--- config.mk ---
export PLATFORM = sky130hd
export DESIGN_NAME = tcc_timer16_cc
export DESIGN_NICKNAME = d
export VERILOG_FILES = /design/src/hdl/tcc_pkg.sv /design/src/hdl/tcc_timer16_cc.sv
export VERILOG_INCLUDE_DIRS = /design/src /design/src/hdl
export SDC_FILE = /design/constraint.sdc
export NUM_CORES = 1
export LEC_CHECK = 0
export ABC_AREA = 1
export BUFFER_PORTS_ARGS = -buffer_cell sky130_fd_sc_hd__buf_2
export CAP_MARGIN = 20
export CORE_MARGIN = 3
export CORE_UTILIZATION = 45
export DETAILED_ROUTE_END_ITERATION = 16
export PLACE_DENSITY_LB_ADDON = 0.08
export SLEW_MARGIN = 10
export SYNTH_ARGS = -nofsm -noshare
export SYNTH_HDL_FRONTEND = slang
export SYNTH_SLANG_ARGS = --single-unit
--- constraint.sdc ---
create_clock -name CLK -period 1.5 [get_ports CLK]
set_input_delay 0.075 -clock CLK [delete_from_list [all_inputs] [get_ports CLK]]
set_output_delay 0.075 -clock CLK [all_outputs]
set_load 0.02 [all_outputs]
--- src/hdl/tcc_defs.svh ---
// Register offsets, field positions and reset values of the capture/compare block
`ifndef TCC_DEFS_SVH
`define TCC_DEFS_SVH

// ----------------------------------------
// Register byte offsets
// ----------------------------------------
`define TCC_A_CTRL    8'h00
`define TCC_A_STATUS  8'h04
`define TCC_A_CAP_LO  8'h08
`define TCC_A_CAP_HI  8'h0C
`define TCC_A_CMPA_LO 8'h10
`define TCC_A_CMPA_HI 8'h14
`define TCC_A_CMPB_LO 8'h18
`define TCC_A_CMPB_HI 8'h1C
`define TCC_A_FORCE   8'h20

// ----------------------------------------
// Control register fields
// ----------------------------------------
`define TCC_C_FILT  0
`define TCC_C_EDGE  1
`define TCC_C_ACMP  2
`define TCC_C_WGM   3
`define TCC_C_ACTA  7
`define TCC_C_ACTB  9
`define TCC_C_IEA   11
`define TCC_C_IEB   12
`define TCC_C_IEC   13
`define TCC_C_W     14
`define TCC_CTRL_RST 14'h0000

// ----------------------------------------
// Status register fields
// ----------------------------------------
`define TCC_S_CAP  0
`define TCC_S_CMP  1
`define TCC_S_OC   3

// ----------------------------------------
// Timing counts
// ----------------------------------------
`define TCC_FILT_LEN 4

`endif

--- src/hdl/tcc_pkg.sv ---
// Types shared by the capture/compare block
package tcc_pkg;

  typedef enum logic [1:0] {
    TCC_IDLE = 2'b01,
    TCC_DONE = 2'b10
  } tcc_apb_type;

  typedef logic [15:0] tcc_word_type;
  typedef logic [1:0]  tcc_act_type;

endpackage : tcc_pkg

--- src/hdl/tcc_timer16_cc.sv ---
// Input capture and output compare logic of a 16-bit timer, APB register slave
// Contract
// - Comparator select bit routes comparator output to capture instead of pin.
// - Changing capture source may capture; software clears capture flag afterwards.
// - Both sources synchronised like timer clock pin; filter adds four cycles.
// - Filter and edge detector active except in capture-as-TOP modes; code keeps both running there and masks only the capture event.
// - Software driving capture pin through its port output triggers captures.
// - Filter output changes only after four equal consecutive samples.
// - Filter enable bit in control; filter runs on system clock.
// - Every capture overwrites capture register, read or not.
// - Comparators match counter; flag set on following timer clock cycle.
// - Set compare flag with enable requests interrupt; ack or write-one clears.
// - Compare channel A value usable as counter TOP.
// - PWM modes double buffer compare, load at TOP or BOTTOM.
// - CPU reaches buffer when buffering active, else compare register.
// - Compare high byte read directly, not through shared latch.
// - High byte into latch first; low write loads all 16 bits at once.
// - Force strobe updates output state in non-PWM modes, sets no flag.
// - Counter write blocks any match in the next timer clock cycle.
// - Counter written equal to variable TOP loses TOP match.
// - Output state kept when waveform mode changes.
// - Output action bits not buffered; take effect immediately.
// - Capture copies counter and sets capture flag same cycle.
// - Capture low read copies high byte into latch; high read returns it.
//
// The register offsets and register access over APB were chosen for this implementation.
`timescale 1ns/1ps
`include "tcc_defs.svh"

module tcc_timer16_cc (
  input  wire logic        CLK,
  input  wire logic        RST_N,
  input  wire logic        CE,
  input  wire logic        PSEL,
  input  wire logic        PENABLE,
  input  wire logic        PWRITE,
  input  wire logic [7:0]  PADDR,
  input  wire logic [31:0] PWDATA,
  output logic      [31:0] PRDATA,
  output logic             PREADY,
  output logic             PSLVERR,
  input  wire logic        CAPTURE_PIN,
  input  wire logic        COMPARATOR_OUTPUT,
  input  wire logic [15:0] COUNTER_VALUE,
  input  wire logic        TIMER_TICK,
  input  wire logic        COUNTER_TOP,
  input  wire logic        COUNTER_BOTTOM,
  input  wire logic        COUNTER_WRITE,
  input  wire logic        IRQ_ACK_CAPTURE,
  input  wire logic        IRQ_ACK_CMP_A,
  input  wire logic        IRQ_ACK_CMP_B,
  output logic             IRQ_CAPTURE,
  output logic             IRQ_CMP_A,
  output logic             IRQ_CMP_B,
  output logic             MATCH_A,
  output logic             MATCH_B,
  output logic      [15:0] CMP_TOP_A,
  output logic             OC_A,
  output logic             OC_B
);

  // ----------------------------------------
  // Mode decoding
  // ----------------------------------------
  function automatic logic is_pwm(input logic [3:0] m);
    is_pwm = !(m == 4'h0 || m == 4'h4 || m == 4'hC || m == 4'hD);
  endfunction : is_pwm

  function automatic logic icr_top(input logic [3:0] m);
    icr_top = (m == 4'h8 || m == 4'hA || m == 4'hC || m == 4'hE);
  endfunction : icr_top

  function automatic logic upd_bottom(input logic [3:0] m);
    upd_bottom = (m == 4'h8 || m == 4'h9);
  endfunction : upd_bottom

  function automatic logic mapped(input logic [7:0] a);
    mapped = (a[1:0] == 2'h0) && (a <= `TCC_A_FORCE);
  endfunction : mapped

  function automatic logic oc_act(input tcc_pkg::tcc_act_type act,
                                  input logic cur);
    unique case (act)
      2'h1:    oc_act = ~cur;
      2'h2:    oc_act = 1'b0;
      2'h3:    oc_act = 1'b1;
      default: oc_act = cur;
    endcase
  endfunction : oc_act

  // ----------------------------------------
  // Registers
  // ----------------------------------------
  tcc_pkg::tcc_apb_type  state;
  logic [`TCC_C_W-1:0]   ctrl;
  logic [7:0]            temp;
  tcc_pkg::tcc_word_type capture;
  logic                  cflag;
  logic                  s1;
  logic                  s2;
  logic [`TCC_FILT_LEN-2:0] hist;
  logic                  filt;
  logic                  prev;
  logic                  blk;
  tcc_pkg::tcc_word_type cmp [2];
  tcc_pkg::tcc_word_type bfr [2];
  logic [1:0]            flag;
  logic [1:0]            pend;
  logic [1:0]            oc;
  logic [1:0]            mpulse;
  logic [1:0]            irq_c;
  logic [1:0]            raw;
  logic [1:0]            frc;

  wire logic [3:0] mode     = ctrl[`TCC_C_WGM +: 4];
  wire logic       pwm      = is_pwm(mode);
  wire logic       acc      = CE && PSEL && PENABLE && PREADY;
  wire logic       wr       = acc && PWRITE;
  wire logic       rd       = acc && !PWRITE;
  wire logic       src      = ctrl[`TCC_C_ACMP] ? COMPARATOR_OUTPUT
                                                : CAPTURE_PIN;
  wire logic       ein      = ctrl[`TCC_C_FILT] ? filt : s2;
  wire logic       rise     = ein && !prev;
  wire logic       fall     = !ein && prev;
  wire logic       cap_evt  = CE && !icr_top(mode)
                              && (ctrl[`TCC_C_EDGE] ? rise : fall);
  wire logic       upd_evt  = TIMER_TICK && (upd_bottom(mode) ? COUNTER_BOTTOM
                                                               : COUNTER_TOP);
  wire logic       cap_rdlo = rd && PADDR == `TCC_A_CAP_LO;
  wire logic       st_wr    = wr && PADDR == `TCC_A_STATUS;

  // ----------------------------------------
  // APB slave, one wait state
  // ----------------------------------------
  always_ff @(posedge CLK or negedge RST_N) begin
    if (!RST_N) begin
      state   <= tcc_pkg::TCC_IDLE;
      PREADY  <= 1'b0;
      PSLVERR <= 1'b0;
      PRDATA  <= 32'h00000000;
    end else if (CE) begin
      unique case (state)
        tcc_pkg::TCC_IDLE: begin
          if (PSEL && PENABLE) begin
            state   <= tcc_pkg::TCC_DONE;
            PREADY  <= 1'b1;
            PSLVERR <= !mapped(PADDR);
            PRDATA  <= 32'h00000000;
            if (!PWRITE) begin
              unique case (PADDR)
                `TCC_A_CTRL:    PRDATA <= {18'h0, ctrl};
                `TCC_A_STATUS:  PRDATA <= {27'h0, oc, flag, cflag};
                `TCC_A_CAP_LO:  PRDATA <= {24'h000000, capture[7:0]};
                `TCC_A_CAP_HI:  PRDATA <= {24'h000000, temp};
                `TCC_A_CMPA_LO: PRDATA <= {24'h000000, pwm ? bfr[0][7:0]
                                                          : cmp[0][7:0]};
                `TCC_A_CMPA_HI: PRDATA <= {24'h000000, pwm ? bfr[0][15:8]
                                                          : cmp[0][15:8]};
                `TCC_A_CMPB_LO: PRDATA <= {24'h000000, pwm ? bfr[1][7:0]
                                                          : cmp[1][7:0]};
                `TCC_A_CMPB_HI: PRDATA <= {24'h000000, pwm ? bfr[1][15:8]
                                                          : cmp[1][15:8]};
                default:        PRDATA <= 32'h00000000;
              endcase
            end
          end
        end
        tcc_pkg::TCC_DONE: begin
          state   <= tcc_pkg::TCC_IDLE;
          PREADY  <= 1'b0;
          PSLVERR <= 1'b0;
        end
      endcase
    end
  end

  // ----------------------------------------
  // Control register and shared high-byte latch
  // ----------------------------------------
  always_ff @(posedge CLK or negedge RST_N) begin
    if (!RST_N) begin
      ctrl <= `TCC_CTRL_RST;
    end else if (wr && PADDR == `TCC_A_CTRL) begin
      ctrl <= PWDATA[`TCC_C_W-1:0];
    end
  end

  always_ff @(posedge CLK or negedge RST_N) begin
    if (!RST_N) begin
      temp <= 8'h00;
    end else if (cap_rdlo) begin
      temp <= capture[15:8];
    end else if (wr && (PADDR == `TCC_A_CAP_HI || PADDR == `TCC_A_CMPA_HI
                        || PADDR == `TCC_A_CMPB_HI)) begin
      temp <= PWDATA[7:0];
    end
  end

  // ----------------------------------------
  // Capture input: synchroniser, filter, edge detector
  // ----------------------------------------
  always_ff @(posedge CLK or negedge RST_N) begin
    if (!RST_N) begin
      s1 <= 1'b0;
      s2 <= 1'b0;
    end else if (CE) begin
      s1 <= src;
      s2 <= s1;
    end
  end

  // Filter samples every system clock, prescaler plays no part
  always_ff @(posedge CLK or negedge RST_N) begin
    if (!RST_N) begin
      hist <= 3'h0;
      filt <= 1'b0;
    end else if (CE) begin
      hist <= {hist[`TCC_FILT_LEN-3:0], s2};
      if ({hist, s2} == 4'hF) begin
        filt <= 1'b1;
      end else if ({hist, s2} == 4'h0) begin
        filt <= 1'b0;
      end
    end
  end

  always_ff @(posedge CLK or negedge RST_N) begin
    if (!RST_N) begin
      prev <= 1'b0;
    end else if (CE) begin
      prev <= ein;
    end
  end

  // Each event overwrites the value and sets the flag together
  always_ff @(posedge CLK or negedge RST_N) begin
    if (!RST_N) begin
      capture <= 16'h0000;
    end else if (cap_evt) begin
      capture <= COUNTER_VALUE;
    end
  end

  // Set wins over a clear in the same cycle
  always_ff @(posedge CLK or negedge RST_N) begin
    if (!RST_N) begin
      cflag       <= 1'b0;
      IRQ_CAPTURE <= 1'b0;
    end else if (CE) begin
      cflag <= cap_evt
               || (cflag && !IRQ_ACK_CAPTURE
                   && !(st_wr && PWDATA[`TCC_S_CAP]));
      IRQ_CAPTURE <= cflag && ctrl[`TCC_C_IEC];
    end
  end

  // ----------------------------------------
  // Compare match blocking after a counter write
  // ----------------------------------------
  always_ff @(posedge CLK or negedge RST_N) begin
    if (!RST_N) begin
      blk <= 1'b0;
    end else if (CE) begin
      if (COUNTER_WRITE) begin
        blk <= 1'b1;
      end else if (TIMER_TICK) begin
        blk <= 1'b0;
      end
    end
  end

  // ----------------------------------------
  // Compare channels
  // ----------------------------------------
  for (genvar ch = 0; ch < 2; ch++) begin : g_cmp
    localparam logic [7:0] ALO = ch ? `TCC_A_CMPB_LO : `TCC_A_CMPA_LO;
    wire tcc_pkg::tcc_act_type act = ch ? ctrl[`TCC_C_ACTB +: 2]
                                        : ctrl[`TCC_C_ACTA +: 2];
    wire logic ie = ch ? ctrl[`TCC_C_IEB] : ctrl[`TCC_C_IEA];
    wire logic ack = ch ? IRQ_ACK_CMP_B : IRQ_ACK_CMP_A;
    wire logic wlo = wr && PADDR == ALO;

    assign raw[ch] = CE && TIMER_TICK && !blk
                     && COUNTER_VALUE == cmp[ch];
    assign frc[ch] = wr && PADDR == `TCC_A_FORCE && PWDATA[ch];

    always_ff @(posedge CLK or negedge RST_N) begin
      if (!RST_N) begin
        cmp[ch] <= 16'h0000;
        bfr[ch] <= 16'h0000;
      end else if (CE) begin
        if (wlo) begin
          bfr[ch] <= {temp, PWDATA[7:0]};
          if (!pwm) begin
            cmp[ch] <= {temp, PWDATA[7:0]};
          end
        end else if (pwm && upd_evt) begin
          cmp[ch] <= bfr[ch];
        end
      end
    end

    always_ff @(posedge CLK or negedge RST_N) begin
      if (!RST_N) begin
        pend[ch]   <= 1'b0;
        mpulse[ch] <= 1'b0;
      end else if (CE) begin
        mpulse[ch] <= raw[ch];
        if (TIMER_TICK) begin
          pend[ch] <= raw[ch];
        end
      end
    end

    // Flag lands on the timer tick after the match, set beats clear
    always_ff @(posedge CLK or negedge RST_N) begin
      if (!RST_N) begin
        flag[ch]  <= 1'b0;
        irq_c[ch] <= 1'b0;
      end else if (CE) begin
        flag[ch] <= (TIMER_TICK && pend[ch])
                    || (flag[ch] && !ack
                        && !(st_wr && PWDATA[`TCC_S_CMP + ch]));
        irq_c[ch] <= flag[ch] && ie;
      end
    end

    // Output state survives mode changes; only reset, the clear action or the toggle action drives it low
    always_ff @(posedge CLK or negedge RST_N) begin
      if (!RST_N) begin
        oc[ch] <= 1'b0;
      end else if (CE && !pwm) begin
        if (frc[ch] || (TIMER_TICK && pend[ch])) begin
          oc[ch] <= oc_act(act, oc[ch]);
        end
      end
    end
  end

  assign IRQ_CMP_A = irq_c[0];
  assign IRQ_CMP_B = irq_c[1];
  assign MATCH_A   = mpulse[0];
  assign MATCH_B   = mpulse[1];
  assign CMP_TOP_A = cmp[0];
  assign OC_A      = oc[0];
  assign OC_B      = oc[1];
endmodule : tcc_timer16_cc

==> impl_metrics.csv <==
group,metric,value,unit
power_and_ir_drop,switching_share,26.3,%
power_and_ir_drop,ir_worst_vdd,0.000760,V
cts,cts_tree,"done",
power_and_ir_drop,finalPower,0.00982,W
place,gp_congestion,0.987,
routing,drtIter0Drc,616,
floorplan,rows,46,
synth,yosysSeqAreaShare,46.0,%
grt,grt_overflow_total,0,
synth,synthTopCellsByArea,"dfrtp_1, nand2_1, nand3_1",
power_and_ir_drop,power.leakage,5.30,nW
place,place_area,8820,sq um
setup_path,reg2reg_depth,9,
grt,grt_pass1_vias,6918,
sta,fin_crit_sh,107,%
cells_and_area,area_growth,34.7,%
cells_and_area,layout-drive-gt1-share,27.2,%
setup_path,cp.required,1.87,ns
cells_and_area,post-route-util,63.0,%
floorplan,start_util,46.7,%
setup_path,cpMostUsedCell,"nand3_4",
power_and_ir_drop,p_per_area,965,nW/um^2
place,portBuffers,91,
routing,ant_nets,0,
power_and_ir_drop,combPwrFrac,11.0,%
sta,postLayoutSetupSlackWorst,-0.105,ns
cts,cts.sinks,139,
setup_path,path_cells,"inv_2, nand2_4, nand3_4, buf_12, nand3_4, a21boi_4, buf_6, nand3_1, nand2_1",
routing,vias_per_cell,5.20,
synth,yosys.area.top_type_share,45.7,%
cts,clock_path_buffers,2,
power_and_ir_drop,intPower,0.00724,W
cts,cts.reportedPaths.clkPinSlew,0.07,ns
outcome,status,"finished, violations left",
place,place_ws,-0.150,ns
synth,async_reset_ff_share,100,%
cts,insertion_delay,0.43,ns
floorplan,die_h,136,microns
synth,synth_seq_cells,139,
cells_and_area,nets,1257,
routing,drt_wl_total,25.5,mm
synth,yosysWarnings,0,
sta,worstMarginPinSlew,0.520,ns
synth,ys.flop_type,"dfrtp_1",
cells_and_area,final_cells,1415,
sta,period_minus_slack,1.60,ns
sta,skew,0.00895,ns
power_and_ir_drop,p_seq_share,42.2,%
setup_path,worstSetupPathType,"flop to flop",
place,hpwl,18.8,mm
cells_and_area,num-fill-cells,1480,
setup_path,path_max_fanout,15,
grt,grt_max_degree,60,
setup_path,slowest_stage,"dfrtp_1",
power_and_ir_drop,p_switching,0.00258,W
sta,setup_viol,40,
synth,syn_area_per_cell,7.57,sq um
synth,synth_most_common_cell,"nand2_1",
setup_path,slowest_delay,0.42,ns
cells_and_area,design_area,10200,sq um
outcome,violations,"setup timing",
floorplan,die_area,18400,sq um
sta,max_freq,623,MHz
hold_path,hold_class,"input pin to flop",
synth,yosys-top-cells-count,"nand2_1, dfrtp_1, nand3_1",
synth,synthCells,999,
floorplan,fp.dieW,136,microns
setup_path,cp.arrival,1.98,ns
synth,ys_types,41,
routing,post_drt_wl_per_cell,18.0,microns
floorplan,coreArea,16200,sq um
setup_path,critPathLaunchType,"flop",
sta,hold_viol,0,
synth,synth_area_leader_cell,"dfrtp_1",
cts,numCtsBuffers,17,
floorplan,io_pins,128,
run,cap_violations,0,
cells_and_area,antenna_cells,0,
grt,grt.total_usage,28.0,%
grt,grt_pass1_wl,38.8,mm
sta,slew_headroom,65.2,%
grt,antenna_found_initial,1,
routing,drtPass1Iterations,5,
power_and_ir_drop,pwr-share-clk,46.8,%
routing,drc_errors,0,
place,dp_cells,1345,
hold_path,whs_path_depth,3,
synth,syn_area,7560,sq um
cts,htree_levels,4,
synth,synth_edf_count,0,
sta,rsz0062_at_grt,"yes",
sta,slew_viol_final,0,
routing,num_vias,7362,
cts,cts-root-buf,"clkbuf_16",
setup_path,end_kind,"flop",
[sequential cells by signal, summed over array words and instances (netlist names), 2 cells and up]
signal,count
CMP_TOP_A,16
PRDATA,14
bfr,32
capture,16
cmp,16
ctrl,14
flag,2
hist,3
pend,2
temp,8
[layout by cell type, fill, tap and decap left out, drive strengths merged]
cell / count
nand2: 336
mux2i: 1
a22o: 1
mux2: 2
nor2: 55
a21boi: 5
o2111ai: 1
xnor2: 11
bufinv: 4
clkbuf: 20
nand3: 114
dfstp: 1
buf: 191
xor2: 4
inv: 111
nand3b: 2
nand4: 33
or2: 10
dfrtp: 138
conb: 18
o21ai: 86
dlygate4sd3: 26
clkinv: 3
a21oi: 14
a32o: 2
nor4: 1
clkinvlp: 2
nor3: 7
[cells by family (layout without fill, tap and decap cells)]
family | after synthesis | in the layout | synth area share [%]
other cells | 1 | 18 | 0.0496
flops | 139 | 139 | 46.0
xor+xnor | 15 | 15 | 1.74
compound gates | 109 | 109 | 8.36
mux | 3 | 3 | 0.430
simple gates | 557 | 558 | 32.7
buf+inv | 175 | 357 | 10.7
[power groups by stage]
stage | Combinational, W | Sequential (W) | Clock, W
4_1_cts | 0.00104 | 0.00414 | 0.00465
3_3_place_gp | 0.000965 | 0.00421 | 0
6_report | 0.00108 | 0.00415 | 0.00459
2_1_floorplan | 0.000494 | 0.00422 | 0
5_1_grt | 0.00121 | 0.00418 | 0.00480
3_5_place_dp | 0.000977 | 0.00421 | 0
[per-layer routing]
layer	GRT usage [%]	up-vias	wire length (microns)
li1	-	3546	-
met1	39.8	3441	11300
met2	43.7	316	11600
met3	4.46	57	1870
met4	9.63	2	739
met5	0	-	13
[final cells by class]
type	count	area [sq um]	area share (%)
Multi-Input combinational cell	703	3620	35.6
Timing Repair Buffer	220	1780	17.5
Tap cell	216	270	2.65
Inverter	105	394	3.87
Clock buffer	17	425	4.18
Clock inverter	15	210	2.06
Sequential cell	139	3480	34.2
[critical path: cells and delay by family, from the launching register on]
family	cells	cell delay (ns)
buffers and inverters	3	0.44
and+or+nand+nor	5	0.48
AOI/OAI and AO/OA	1	0.20
DFF	1	0.42
[through the flow]
stage | setup TNS [ns] | hold WS, ns
final | -2.89 | 0.0127
after floorplan | -0.716 | -0.221
after CTS | -1.01 | 0.00644
after global routing | -6.93 | 0.0263
after global placement | -4.21 | -0.0647
after detailed placement | -5.43 | -0.0680
[final timing paths]
kind | start | end | slack [ns]
worst max-delay path | ctrl[6] | CMP_TOP_A[9] | -0.10
worst max register to register | ctrl[6] | CMP_TOP_A[9] | -0.10
worst min-delay path | COUNTER_VALUE[0] | capture[0] | 0.01
max in group asynchronous | RST_N | cmp[7] | 0.87
worst min register to register | PRDATA[0] | PRDATA[0] | 0.47
min in group asynchronous | RST_N | IRQ_CMP_A | 0.05
[what timing repair did]
item | 4_1_cts | 5_1_grt
cloned | 1 | 4
hold buffers | 26 | 0
endpoints found under the setup margin | 41 | 77
endpoints found under the hold margin | 165 | 0
resized for setup | 36 | 61
pin swaps | 1 | 5
buffers inserted | 1 | 6
Note: power is estimated with default switching activity, not from simulation.
